File: config.mk
export PLATFORM = sky130hd
export DESIGN_NAME = pct_pipeline
export DESIGN_NICKNAME = d
export VERILOG_FILES = /design/src/pct_pkg.sv /design/src/pct_access_lut.sv /design/src/pct_occ_timer.sv /design/src/pct_pipeline.sv
export SDC_FILE = /design/constraint.sdc
export NUM_CORES = 1
export LEC_CHECK = 0
export BUFFER_PORTS_ARGS = -buffer_cell sky130_fd_sc_hd__buf_2
export CAP_MARGIN = 20
export CORE_MARGIN = 4
export CORE_UTILIZATION = 60
export DETAILED_ROUTE_END_ITERATION = 12
export PLACE_DENSITY = 0.82
export SETUP_SLACK_MARGIN = 0.3
export SYNTH_ARGS = -nofsm -noshare
export SYNTH_HDL_FRONTEND = slang
export SYNTH_HIERARCHICAL = 1
export SYNTH_SLANG_ARGS = --single-unit
export TNS_END_PERCENT = 50
File: constraint.sdc
create_clock -name ref_clk -period 9.71 [get_ports ref_clk]
set_clock_uncertainty 0.2 [all_clocks]
set_input_delay 1.4565 -clock ref_clk [delete_from_list [all_inputs] [get_ports ref_clk]]
set_output_delay 1.4565 -clock ref_clk [all_outputs]
set_load 0.02 [all_outputs]
File: src/pct_pkg.sv
// Purpose: Shared constants and types for the pipeline cycle-timing block
// Assumes: One 100 MHz clock, synchronous active-low reset
// Notes:   All stage and access cycle figures live here
`default_nettype none
package pct_pkg;
  localparam int CNT_W = 6;
  localparam int TAG_W = 8;
  localparam int NUM_TIMED = 3;
  localparam int TIMED_FETCH = 0;
  localparam int TIMED_EXEC = 1;
  localparam int TIMED_ACCESS = 2;

  localparam logic [5:0] EXEC_BASE = 6'h01;
  localparam logic [5:0] EXEC_PRODUCT = 6'h03;
  localparam logic [5:0] EXEC_QUOTIENT = 6'h25;

  localparam logic [5:0] CYC_QUEUE = 6'h01;
  localparam logic [5:0] CYC_INT_RD = 6'h01;
  localparam logic [5:0] CYC_PER_RD_BH = 6'h02;
  localparam logic [5:0] CYC_PER_RD_W = 6'h04;
  localparam logic [5:0] CYC_EXT_RD_BH = 6'h05;
  localparam logic [5:0] CYC_EXT_RD_W = 6'h09;
  localparam logic [5:0] CYC_EXT_FETCH = 6'h08;
  localparam logic [5:0] CYC_INT_WR = 6'h01;
  localparam logic [5:0] CYC_PER_WR_BH = 6'h02;
  localparam logic [5:0] CYC_PER_WR_W = 6'h04;
  localparam logic [5:0] CYC_EXT_WR_BH = 6'h04;
  localparam logic [5:0] CYC_EXT_WR_W = 6'h08;

  typedef enum logic [2:0] {CLS_LOAD, CLS_STORE, CLS_PRODUCT, CLS_QUOTIENT, CLS_MODULO, CLS_OTHER} pct_cls_t;
  typedef enum logic [1:0] {RGN_QUEUE, RGN_INTERNAL, RGN_PERIPH, RGN_EXTERNAL} pct_rgn_t;
  typedef enum logic [1:0] {SZ_BYTE, SZ_HALF, SZ_WORD} pct_size_t;
  typedef enum logic [1:0] {ACC_FETCH, ACC_READ, ACC_WRITE} pct_acc_t;

  typedef struct packed {
    logic             vld;
    pct_cls_t         cls;
    logic             brn;
    pct_rgn_t         mrgn;
    pct_size_t        msize;
    pct_rgn_t         fsrc;
    logic [TAG_W-1:0] tag;
  } pct_stage_t;
endpackage
`default_nettype wire

File: src/pct_access_lut.sv
// Purpose: Minimum cycle count for one fetch, read or write
// Assumes: External figures already hold the single wait cycle
// Notes:   Pure combinational table
`default_nettype none
module pct_access_lut (
  input  wire pct_pkg::pct_acc_t  kind,   // Fetch, read or write
  input  wire pct_pkg::pct_rgn_t  rgn,    // Target region
  input  wire pct_pkg::pct_size_t size,   // Access width
  output logic [5:0]              cycles  // Minimum occupancy
);
  always_comb begin
    cycles = pct_pkg::CYC_INT_RD;
    case (rgn)
      pct_pkg::RGN_QUEUE:    cycles = pct_pkg::CYC_QUEUE;
      pct_pkg::RGN_INTERNAL: cycles = (kind == pct_pkg::ACC_WRITE) ? pct_pkg::CYC_INT_WR
                                                                     : pct_pkg::CYC_INT_RD;
      pct_pkg::RGN_PERIPH: begin
        if (kind == pct_pkg::ACC_WRITE) begin
          cycles = (size == pct_pkg::SZ_WORD) ? pct_pkg::CYC_PER_WR_W : pct_pkg::CYC_PER_WR_BH;
        end else begin
          cycles = (size == pct_pkg::SZ_WORD) ? pct_pkg::CYC_PER_RD_W : pct_pkg::CYC_PER_RD_BH;
        end
      end
      pct_pkg::RGN_EXTERNAL: begin
        // One wait cycle is folded into every figure here
        if (kind == pct_pkg::ACC_FETCH) begin
          cycles = pct_pkg::CYC_EXT_FETCH;
        end else if (kind == pct_pkg::ACC_WRITE) begin
          cycles = (size == pct_pkg::SZ_WORD) ? pct_pkg::CYC_EXT_WR_W : pct_pkg::CYC_EXT_WR_BH;
        end else begin
          cycles = (size == pct_pkg::SZ_WORD) ? pct_pkg::CYC_EXT_RD_W : pct_pkg::CYC_EXT_RD_BH;
        end
      end
      default: cycles = pct_pkg::CYC_INT_RD;
    endcase
  end
endmodule
`default_nettype wire

File: src/pct_occ_timer.sv
// Purpose: Counts how long one stage has held its instruction
// Assumes: leave is asserted only in a cycle where done is high
// Notes:   Count saturates so a long stall cannot wrap it
`default_nettype none
module pct_occ_timer #(
  parameter int CNT_W = pct_pkg::CNT_W
) (
  input  wire logic             ref_clk,  // System clock
  input  wire logic             rst_n,    // Sync reset, active low
  input  wire logic             ce,       // Clock enable
  input  wire logic             occupied, // Stage holds an instruction
  input  wire logic             leave,    // Occupant moves on this cycle
  input  wire logic [CNT_W-1:0] target,   // Minimum cycles in stage
  input  wire logic             ready,    // Far side can finish now
  output logic                  done      // Occupancy satisfied
);
  if (CNT_W < 6) begin : g_chk
    $error("CNT_W too small for longest stage");
  end

  typedef struct packed {
    logic [CNT_W-1:0] cnt;
  } pct_tmr_t;

  pct_tmr_t st;
  pct_tmr_t next_st;
  logic [CNT_W:0] elapsed;

  // Bus may hold ready low past the minimum
  assign elapsed = {1'b0, st.cnt} + {{CNT_W{1'b0}}, 1'b1};
  assign done = occupied && (elapsed >= {1'b0, target}) && ready;

  always_comb begin
    next_st = st;
    if (!occupied || leave) begin
      next_st.cnt = '0;
    end else if (st.cnt != {CNT_W{1'b1}}) begin
      next_st.cnt = elapsed[CNT_W-1:0];
    end
  end

  always_ff @(posedge ref_clk) begin
    if (!rst_n) begin
      st <= '0;
    end else if (ce) begin
      st <= next_st;
    end
  end
endmodule
`default_nettype wire

File: src/pct_pipeline.sv
// Purpose: Five-stage in-order pipeline occupancy and advance control
// Assumes: Instructions arrive decoded enough to know class and access
// Notes:   Models timing only; no data path is carried
`default_nettype none
module pct_pipeline #(
  parameter int TAG_W = pct_pkg::TAG_W
) (
  input  wire logic               ref_clk,     // System clock
  input  wire logic               rst_n,       // Sync reset, active low
  input  wire logic               ce,          // Clock enable
  input  wire logic               in_valid,    // Instruction offered
  output logic                    in_ready,    // Fetch stage accepts
  input  wire pct_pkg::pct_cls_t  in_cls,      // Instruction class
  input  wire logic               in_branch,   // Instruction is a branch
  input  wire pct_pkg::pct_rgn_t  in_fsrc,     // Where it is fetched from
  input  wire pct_pkg::pct_rgn_t  in_mrgn,     // Data access region
  input  wire pct_pkg::pct_size_t in_msize,    // Data access width
  input  wire logic [TAG_W-1:0]   in_tag,      // Caller's tag
  output logic                    fetch_req,   // Fetch on the bus
  output pct_pkg::pct_rgn_t       fetch_rgn,   // Fetch region
  output logic [TAG_W-1:0]        fetch_tag,   // Tag being fetched
  input  wire logic               fetch_rdy,   // Fetch may complete
  output logic                    mem_req,     // Data access active
  output logic                    mem_we,      // Access is a write
  output pct_pkg::pct_rgn_t       mem_rgn,     // Access region
  output pct_pkg::pct_size_t      mem_size,    // Access width
  output logic [TAG_W-1:0]        mem_tag,     // Tag of the access
  input  wire logic               mem_rdy,     // Access may complete
  output logic                    wbuf_post,   // Store posted this cycle
  input  wire logic               wbuf_ready,  // Write buffer has room
  output logic                    retire,      // Write-back this cycle
  output logic [TAG_W-1:0]        retire_tag,  // Tag written back
  output logic [4:0]              stage_busy,  // Occupancy per stage
  output logic                    stalled,     // Some stage is held
  output logic [15:0]             stall_count  // Held cycles, saturating
);
  if (TAG_W != pct_pkg::TAG_W) begin : g_chk
    $error("TAG_W must match the stage record");
  end

  typedef struct packed {
    pct_pkg::pct_stage_t fetch_stage;
    pct_pkg::pct_stage_t decode_stage;
    pct_pkg::pct_stage_t exec_stage;
    pct_pkg::pct_stage_t access_stage;
    pct_pkg::pct_stage_t writeback_stage;
    logic [15:0]         stalls;
  } pct_core_t;

  pct_core_t st;
  pct_core_t next_st;

  logic [pct_pkg::NUM_TIMED-1:0] t_occ;
  logic [pct_pkg::NUM_TIMED-1:0] t_leave;
  logic [pct_pkg::NUM_TIMED-1:0] t_rdy;
  logic [pct_pkg::NUM_TIMED-1:0] t_done;
  logic [5:0]                    t_target [pct_pkg::NUM_TIMED];

  logic [5:0]        fetch_cycles;
  logic [5:0]        access_cycles;
  logic [5:0]        exec_cycles;
  pct_pkg::pct_acc_t access_kind;

  logic branch_pending;
  logic ex_needs_access;
  logic acc_is_store;
  logic acc_to_wb;
  logic acc_post;
  logic acc_leave;
  logic ex_to_acc;
  logic ex_to_wb;
  logic ex_leave;
  logic dec_to_ex;
  logic fetch_to_dec;
  logic fetch_take;
  logic any_hold;

  // Execute occupancy per class
  always_comb begin
    case (st.exec_stage.cls)
      pct_pkg::CLS_PRODUCT:  exec_cycles = pct_pkg::EXEC_PRODUCT;
      pct_pkg::CLS_QUOTIENT: exec_cycles = pct_pkg::EXEC_QUOTIENT;
      pct_pkg::CLS_MODULO:   exec_cycles = pct_pkg::EXEC_QUOTIENT;
      pct_pkg::CLS_LOAD:     exec_cycles = pct_pkg::EXEC_BASE;
      default:               exec_cycles = pct_pkg::EXEC_BASE;
    endcase
  end

  assign acc_is_store = (st.access_stage.cls == pct_pkg::CLS_STORE);
  assign access_kind = acc_is_store ? pct_pkg::ACC_WRITE : pct_pkg::ACC_READ;

  pct_access_lut u_fetch_lut (
    .kind   (pct_pkg::ACC_FETCH),
    .rgn    (st.fetch_stage.fsrc),
    .size   (pct_pkg::SZ_WORD),
    .cycles (fetch_cycles)
  );

  pct_access_lut u_access_lut (
    .kind   (access_kind),
    .rgn    (st.access_stage.mrgn),
    .size   (st.access_stage.msize),
    .cycles (access_cycles)
  );

  // Queue hits never wait on the bus
  assign t_rdy[pct_pkg::TIMED_FETCH] = (st.fetch_stage.fsrc == pct_pkg::RGN_QUEUE) || fetch_rdy;
  assign t_rdy[pct_pkg::TIMED_EXEC] = 1'b1;
  assign t_rdy[pct_pkg::TIMED_ACCESS] = mem_rdy;

  assign t_target[pct_pkg::TIMED_FETCH] = fetch_cycles;
  assign t_target[pct_pkg::TIMED_EXEC] = exec_cycles;
  assign t_target[pct_pkg::TIMED_ACCESS] = access_cycles;

  assign t_occ[pct_pkg::TIMED_FETCH] = st.fetch_stage.vld;
  assign t_occ[pct_pkg::TIMED_EXEC] = st.exec_stage.vld;
  assign t_occ[pct_pkg::TIMED_ACCESS] = st.access_stage.vld;

  assign t_leave[pct_pkg::TIMED_FETCH] = fetch_to_dec;
  assign t_leave[pct_pkg::TIMED_EXEC] = ex_leave;
  assign t_leave[pct_pkg::TIMED_ACCESS] = acc_leave;

  for (genvar g = 0; g < pct_pkg::NUM_TIMED; g++) begin : g_timer
    pct_occ_timer #(
      .CNT_W (pct_pkg::CNT_W)
    ) u_timer (
      .ref_clk  (ref_clk),
      .rst_n    (rst_n),
      .ce       (ce),
      .occupied (t_occ[g]),
      .leave    (t_leave[g]),
      .target   (t_target[g]),
      .ready    (t_rdy[g]),
      .done     (t_done[g])
    );
  end

  // Advance decisions, oldest stage first
  always_comb begin
    ex_needs_access = (st.exec_stage.cls == pct_pkg::CLS_LOAD) ||
                      (st.exec_stage.cls == pct_pkg::CLS_STORE);

    // Write-back drains every cycle, so a load never waits for it
    acc_to_wb = t_done[pct_pkg::TIMED_ACCESS] && !acc_is_store;
    acc_post = t_done[pct_pkg::TIMED_ACCESS] && acc_is_store && wbuf_ready;
    acc_leave = acc_to_wb || acc_post;

    ex_to_acc = t_done[pct_pkg::TIMED_EXEC] && ex_needs_access &&
                (!st.access_stage.vld || acc_leave);
    // Younger work never passes an occupant still held in access
    ex_to_wb = t_done[pct_pkg::TIMED_EXEC] && !ex_needs_access &&
               (!st.access_stage.vld || acc_post);
    ex_leave = ex_to_acc || ex_to_wb;

    dec_to_ex = st.decode_stage.vld && (!st.exec_stage.vld || ex_leave);
    fetch_to_dec = t_done[pct_pkg::TIMED_FETCH] && (!st.decode_stage.vld || dec_to_ex);

    // Next fetch waits until the branch clears execute
    branch_pending = (st.fetch_stage.vld && st.fetch_stage.brn) ||
                     (st.decode_stage.vld && st.decode_stage.brn) ||
                     (st.exec_stage.vld && st.exec_stage.brn);

    in_ready = (!st.fetch_stage.vld || fetch_to_dec) && !branch_pending;
    fetch_take = in_valid && in_ready;

    any_hold = (t_done[pct_pkg::TIMED_FETCH] && !fetch_to_dec) ||
               (st.decode_stage.vld && !dec_to_ex) ||
               (t_done[pct_pkg::TIMED_EXEC] && !ex_leave) ||
               (t_done[pct_pkg::TIMED_ACCESS] && !acc_leave);
  end

  // Next pipeline contents
  always_comb begin
    next_st = st;

    // Write-back lasts exactly one cycle
    next_st.writeback_stage = '0;
    if (acc_to_wb) begin
      next_st.writeback_stage = st.access_stage;
    end else if (ex_to_wb) begin
      next_st.writeback_stage = st.exec_stage;
    end

    // Stores vanish after posting; no write-back slot
    if (acc_leave) begin
      next_st.access_stage.vld = 1'b0;
    end
    if (ex_to_acc) begin
      next_st.access_stage = st.exec_stage;
    end

    if (ex_leave) begin
      next_st.exec_stage.vld = 1'b0;
    end
    if (dec_to_ex) begin
      next_st.exec_stage = st.decode_stage;
    end

    // Decode has no minimum; it holds only until execute can take it
    if (dec_to_ex) begin
      next_st.decode_stage.vld = 1'b0;
    end
    if (fetch_to_dec) begin
      next_st.decode_stage = st.fetch_stage;
    end

    if (fetch_to_dec) begin
      next_st.fetch_stage.vld = 1'b0;
    end
    if (fetch_take) begin
      next_st.fetch_stage.vld = 1'b1;
      next_st.fetch_stage.cls = in_cls;
      next_st.fetch_stage.brn = in_branch;
      next_st.fetch_stage.mrgn = in_mrgn;
      next_st.fetch_stage.msize = in_msize;
      next_st.fetch_stage.fsrc = in_fsrc;
      next_st.fetch_stage.tag = in_tag;
    end

    if (any_hold && (st.stalls != 16'hffff)) begin
      next_st.stalls = st.stalls + 16'h0001;
    end
  end

  always_ff @(posedge ref_clk) begin
    if (!rst_n) begin
      st <= '0;
    end else if (ce) begin
      st <= next_st;
    end
  end

  // Bus-facing requests, straight from stage registers
  assign fetch_req = st.fetch_stage.vld && (st.fetch_stage.fsrc != pct_pkg::RGN_QUEUE);
  assign fetch_rgn = st.fetch_stage.fsrc;
  assign fetch_tag = st.fetch_stage.tag;

  assign mem_req = st.access_stage.vld;
  assign mem_we = st.access_stage.vld && acc_is_store;
  assign mem_rgn = st.access_stage.mrgn;
  assign mem_size = st.access_stage.msize;
  assign mem_tag = st.access_stage.tag;

  // Posting is the end of the store; the real write follows in the buffer
  assign wbuf_post = acc_post;

  assign retire = st.writeback_stage.vld;
  assign retire_tag = st.writeback_stage.tag;

  assign stage_busy = {st.writeback_stage.vld, st.access_stage.vld, st.exec_stage.vld,
                       st.decode_stage.vld, st.fetch_stage.vld};
  assign stalled = any_hold;
  assign stall_count = st.stalls;
endmodule
`default_nettype wire

* After elaboration in Yosys (flattened, before gate mapping)
Index checks and enable logic that the tools add are counted.
Storage, ports and cells: flip-flop bits (word level) 119
Operators by class: add/sub/neg operators 4, $lt $le $gt $ge 3, equality and inequality tests 17, muxes and demuxes 25, reduce and logical (&&, ||, !) cells 78
Operators with widths (number):
- 2-to-1 mux 19 bit | 6
- 2-to-1 mux 6 bit | 8
- case mux 6 bit (3 select lines) | 2
- logical AND 1 bit | 26
- AND reduction 2 bit | 12
- adder 6 x 1 -> 7 bit (second input constant) | 3
- >= comparator 7 x 6 -> 1 bit | 3
- inequality test 6 bit (second input constant) | 3
- adder 16 x 1 -> 16 bit (second input constant) | 1
- inequality test 16 bit (second input constant) | 1
- nonzero test 2 bit | 8
- logical OR 1 bit | 14
- == test 2 bit (second input constant) | 6
- case mux 6 bit (2 select lines) | 1
- logical NOT 1 bit | 11
- 2-to-1 mux 4 bit | 2
- == test 3 x 1 -> 1 bit (second input constant) | 2
- == test 3 x 2 -> 1 bit (second input constant) | 2
- logical NOT 2 bit | 3
- OR reduction 2 bit | 3
- == test 2 x 1 -> 1 bit (second input constant) | 2
- 2-to-1 mux 1 bit | 4
- == test 3 bit (second input constant) | 1
- logical NOT 3 bit | 1
- 2 further kinds | 2

* Logic depth before layout (Yosys ltp)
depth in word-level cells 26, mapped depth 16, mapped depth without buffers 16

* Hierarchy
The synthesis kept the hierarchy.
Modules (own cells, without submodules):
- pct_pipeline | instances 1, cells each 495, area each 4456.8 um2, sequential area each 1881.8 um2
- pct_occ_timer | instances 3, cells each 67, area each 561.8 um2, sequential area each 120.1 um2
- pct_access_lut | instances 2, cells each 12, area each 88.8 um2, sequential area each 0.0 um2

* Worst setup path after synthesis
OpenSTA, ideal clock, no wires.
path type input port to output port, from in mem_rdy, to out in_ready, arrival 3.151 ns, required time 8.054 ns, slack 4.903 ns, cell stages on the path 8, path buffers 0, cell sequence nand2_1 -> a31o_1 -> a41oi_2 -> o22ai_1 -> o21ai_2 -> and2_2 -> nand2b_1 -> a21boi_0
Between the ends: cells in the longest elaborated chain, start to end 13, elaborated cells between the ends (all ways) 16, classes of those cells 16 x reduce/logical
RTL lines:
- from (decl) | RTL line pct_pipeline.sv:28 | input wire logic mem_rdy,
- logical AND 1 bit (*) | RTL line pct_occ_timer.sv:31 | assign done = occupied && (elapsed >= {1'b0, target}) && ready;
- via t_done, one bit | RTL line pct_pipeline.sv:56 | logic [pct_pkg::NUM_TIMED-1:0] t_done;
- logical AND 1 bit (2 in series) | RTL line pct_pipeline.sv:145 | acc_post = t_done[pct_pkg::TIMED_ACCESS] && acc_is_store && wbuf_ready;
- logical OR 1 bit | RTL line pct_pipeline.sv:146 | acc_leave = acc_to_wb || acc_post;
- logical OR 1 bit | RTL line pct_pipeline.sv:149 | (!st.access_stage.vld || acc_leave);
- logical AND 1 bit | RTL line pct_pipeline.sv:148 | ex_to_acc = t_done[pct_pkg::TIMED_EXEC] && ex_needs_access &&
- logical OR 1 bit (*) | RTL line pct_pipeline.sv:153 | ex_leave = ex_to_acc || ex_to_wb;
- logical OR 1 bit (*) | RTL line pct_pipeline.sv:155 | dec_to_ex = st.decode_stage.vld && (!st.exec_stage.vld || ex_leave);
- logical AND 1 bit (*) | RTL line pct_pipeline.sv:155
- logical OR 1 bit (*) | RTL line pct_pipeline.sv:156 | fetch_to_dec = t_done[pct_pkg::TIMED_FETCH] && (!st.decode_stage.vld || dec_to_ex);
- logical AND 1 bit (*) | RTL line pct_pipeline.sv:156
- via fetch_to_dec | RTL line pct_pipeline.sv:74 | logic fetch_to_dec;
- logical OR 1 bit (*) | RTL line pct_pipeline.sv:163 | in_ready = (!st.fetch_stage.vld || fetch_to_dec) && !branch_pending;
- logical AND 1 bit (*) | RTL line pct_pipeline.sv:163
- to (decl) | RTL line pct_pipeline.sv:12 | output logic in_ready,
Mark *: on every way through the listed nets, which the timed path passes. The rest lies on a longest branch.

* Worst setup path in the final report
from reg g_timer[2].u_timer/st[0] (netlist name), to out in_ready
Between the ends: cells in the longest elaborated chain, start to end 16, elaborated cells between the ends (all ways) 19, classes of those cells 1 x add/sub; 1 x order compare; 17 x reduce/logical
RTL lines:
- from (decl) | RTL line pct_occ_timer.sv:25 | pct_tmr_t st;
- from (signal assigned) | RTL line pct_occ_timer.sv:46 | st <= next_st;
- adder 6 x 1 -> 7 bit (*) | RTL line pct_occ_timer.sv:30 | assign elapsed = {1'b0, st.cnt} + {{CNT_W{1'b0}}, 1'b1};
- >= comparator 7 x 6 -> 1 bit (*) | RTL line pct_occ_timer.sv:31
- logical AND 1 bit (*) (2 in series) | RTL line pct_occ_timer.sv:31
- via t_done, one bit | RTL line pct_pipeline.sv:56
- logical AND 1 bit (2 in series) | RTL line pct_pipeline.sv:145
- logical OR 1 bit | RTL line pct_pipeline.sv:146
- logical OR 1 bit | RTL line pct_pipeline.sv:149
- logical AND 1 bit | RTL line pct_pipeline.sv:148
- logical OR 1 bit (*) | RTL line pct_pipeline.sv:153
- logical OR 1 bit (*) | RTL line pct_pipeline.sv:155
- logical AND 1 bit (*) | RTL line pct_pipeline.sv:155
- logical OR 1 bit (*) | RTL line pct_pipeline.sv:156
- logical AND 1 bit (*) | RTL line pct_pipeline.sv:156
- via fetch_to_dec | RTL line pct_pipeline.sv:74
- logical OR 1 bit (*) | RTL line pct_pipeline.sv:163
- logical AND 1 bit (*) | RTL line pct_pipeline.sv:163
Marks and branches as above.

==> metrics.txt <==
DR WL/cell 14.1 um; ys flop type dfxtp_1; Top delay family on crit path compound AO/OA/AOI/OAI gates; CP Max Fanout 7; Final period util 54.3%; Layout area overhead 3.52%; Async SR Flop Fraction 0%; Die ar. 0.0122 mm2; placed wire-length estimate 9.09 mm; hold_sp st[89]; Slowest-stage cell, CP dfxtp_1; CTS Buf Count 9; CP Launch Point g_timer[2].u_timer/st[0]; multi-input logic area 0.00340 mm2; crit path buf inv count 1; Post-CTS Setup Inserts 0; Least-Margin Pin Slew 1010 ps; Worst-Skew Late Latency 370 ps; cell with the most instances after synthesis dfxtp_1; routed vias/inst 5.54; Critical Path AT 3620 ps; launching point of the worst reg2reg path g_timer[2].u_timer/st[0]; drt drc 0; max-cap viol count 0; Critical Path RT 8050 ps; drt total wl 12.4 mm; Synth cell types 68; fillers 906; r2r setup slk 5610 ps; CP Class reg -> out; IO Pins 83; clk buf depth 2; DR pass1 iterations 4; Post-DRT Antenna Nets 0; htree depth 3; yosys warns 6; CTS Hold Buffers Added 0; Final Hold Fails 0; Rows 37; CTS clock-pin slew for the worst setup and hold paths 110 ps; Mapped Cells 720; Initial Util 61.5%; CTS sink cnt 112; Achievable Freq 0.190 GHz; core outline area 0.0103 mm2; Diodes inserted 0; Hold WS 267 ps; top cells by area, synth dfxtp_1, buf_4, nand2_1; initial antenna violation count 0; first-pass GRT wire length 21.2 mm; Cell Area, Synth 0.00632 mm2; startpoint types flip-flop; GPL Wtd Cong 0.873; via count 4850; dominant cell type by area after synthesis dfxtp_1; Seq cells post-synth 112; layout cells sized above 1 18.8%; Total GRT Usage 20.1%; most used cell, CP ha_1; Leak 2.74 nW; Max IR drop VDD 0.0808 mV; max_slew headroom 32.8%; pin count of the biggest net entering global routing 97; RSZ-0062 raised after global routing no; HP Class reg -> reg; fin crit period 5270 ps; final std cells w/o fill 875; DR iter-0 viols 339; number of global-route vias before repair 4604; Die Wd 111 um; max-slew violation count 0; CTS tree yes; worst-path cell chain ha_1, nand3_1, xnor2_1, ha_1, a21oi_1, a31o_1, a41oi_2, o22ai_1, o21ai_2, and2_2, nand2b_1, a21boi_0, buf_2; Critical Path End Type output port; status finished, final reports clean; Port Buffer Count 82; power per cell area 126 mW/mm2; Post-Syn Area per Cell 8.78 um2; # setup viols final 0; stage delay of the slowest cell on the critical path 440 ps; Die H 111 um; sequential cell area fraction in the yosys report 35.5%; Synth top area share 35.5%; placed cell count 859; Storage cell area 0.00224 mm2; Final TNS setup 0 ps; Post-synth EDFFs 0; Nets 781; most common library cells after synthesis dfxtp_1, nand2_1, buf_4, mux2i_1, nor2b_1; grt ovf 0; Root Driver clkbuf_8; CTS resizes 0
==> report_power, final <==
group          internal [mW]  switching, mW  leakage [nW]
Combinational         0.0245         0.0358          1.73
Sequential             0.466        0.00552         0.906
Clock                  0.124          0.167         0.104
==> worst min-delay path, delay by kind of cell, from the launching register on <==
family | cells | cell delay [ps]
flip-flops | 1 | 330
AND/OR/NAND/NOR | 1 | 60
AO/OA/AOI/OAI | 1 | 50
==> state kept, by name, summed over array words and instances, names as in the netlist, 2 cells and up <==
register            cells
stage_busy              3
g_timer.u_timer/st     18
stall_count            16
mem_rgn                 2
fetch_tag               8
fetch_rgn               2
mem_tag                 8
st                     43
mem_size                2
retire_tag              8
==> stage by stage <==
stage / utilization [%] / power (mW) / instance area [um2] / setup slack [ps]
2_1_floorplan: - / 0.531 / 6360 / 4900
3_3_place_gp: 61.6 / 0.539 / 6330 / 4740
3_5_place_dp: 61.6 / 0.542 / 6330 / 4670
4_1_cts: 63.7 / 0.830 / 6540 / 4420
5_1_grt: 63.7 / 0.856 / 6540 / 4150
6_report: 63.7 / 0.822 / 6540 / 4440
==> cell usage in the layout, fill, tap and decap left out, types with 4 or more instances in the layout <==
cell and instances:
nor2b_1 36, buf_2 81, dfxtp_1 112, and3_1 10
a21o_1 4, o21a_1 7, conb_1 15, and2_1 5
clkbuf_8 9, nand3_1 34, xnor2_1 7, mux2i_1 36
nand4_1 4, o22ai_1 7, a41o_2 4, a221oi_1 9
o21ai_0 33, a21boi_0 19, nand2b_1 15, inv_1 24
ha_1 22, a21oi_1 11, nor2_1 23, nand2_1 102
xor2_1 8, nor3b_1 16
==> worst paths after layout <==
check,depth (start not counted),end
hold reg to reg,2,st[70]
setup / recovery,13,in_ready
setup reg to reg,12,st[83]
hold / removal,2,st[70]
==> logic make-up after synthesis <==
| kind of cell | after synthesis | share of synthesized area (%) |
|---|---|---|
| and+or+nand+nor | 280 | 24.6 |
| AOI/OAI and AO/OA | 134 | 16.0 |
| buffers and inverters | 117 | 11.5 |
| DFF | 112 | 35.5 |
| muxes | 36 | 5.70 |
| adders and majority gates | 22 | 4.36 |
| xor gates and xnor gates | 15 | 2.08 |
| other | 4 | 0.238 |
==> layout make-up <==
| cell class | instances | area share, % |
|---|---|---|
| clock buffers | 9 | 1.89 |
| clock inverters | 7 | 1.34 |
| inverters | 25 | 1.43 |
| multi-input cells | 502 | 51.9 |
| flip-flops and latches | 112 | 34.3 |
| well taps | 136 | 2.60 |
| repair buffers | 84 | 6.54 |
==> routing by layer <==
metal | up-vias | GRT usage (%) | routed length, um
met5 | - | 0 | 0
met4 | 0 | 5.50 | 154
met3 | 15 | 4.33 | 576
met2 | 100 | 32.8 | 5850
met1 | 2272 | 26.8 | 5800
li1 | 2463 | - | -
No activity file was read; power rests on OpenSTA's default activity.
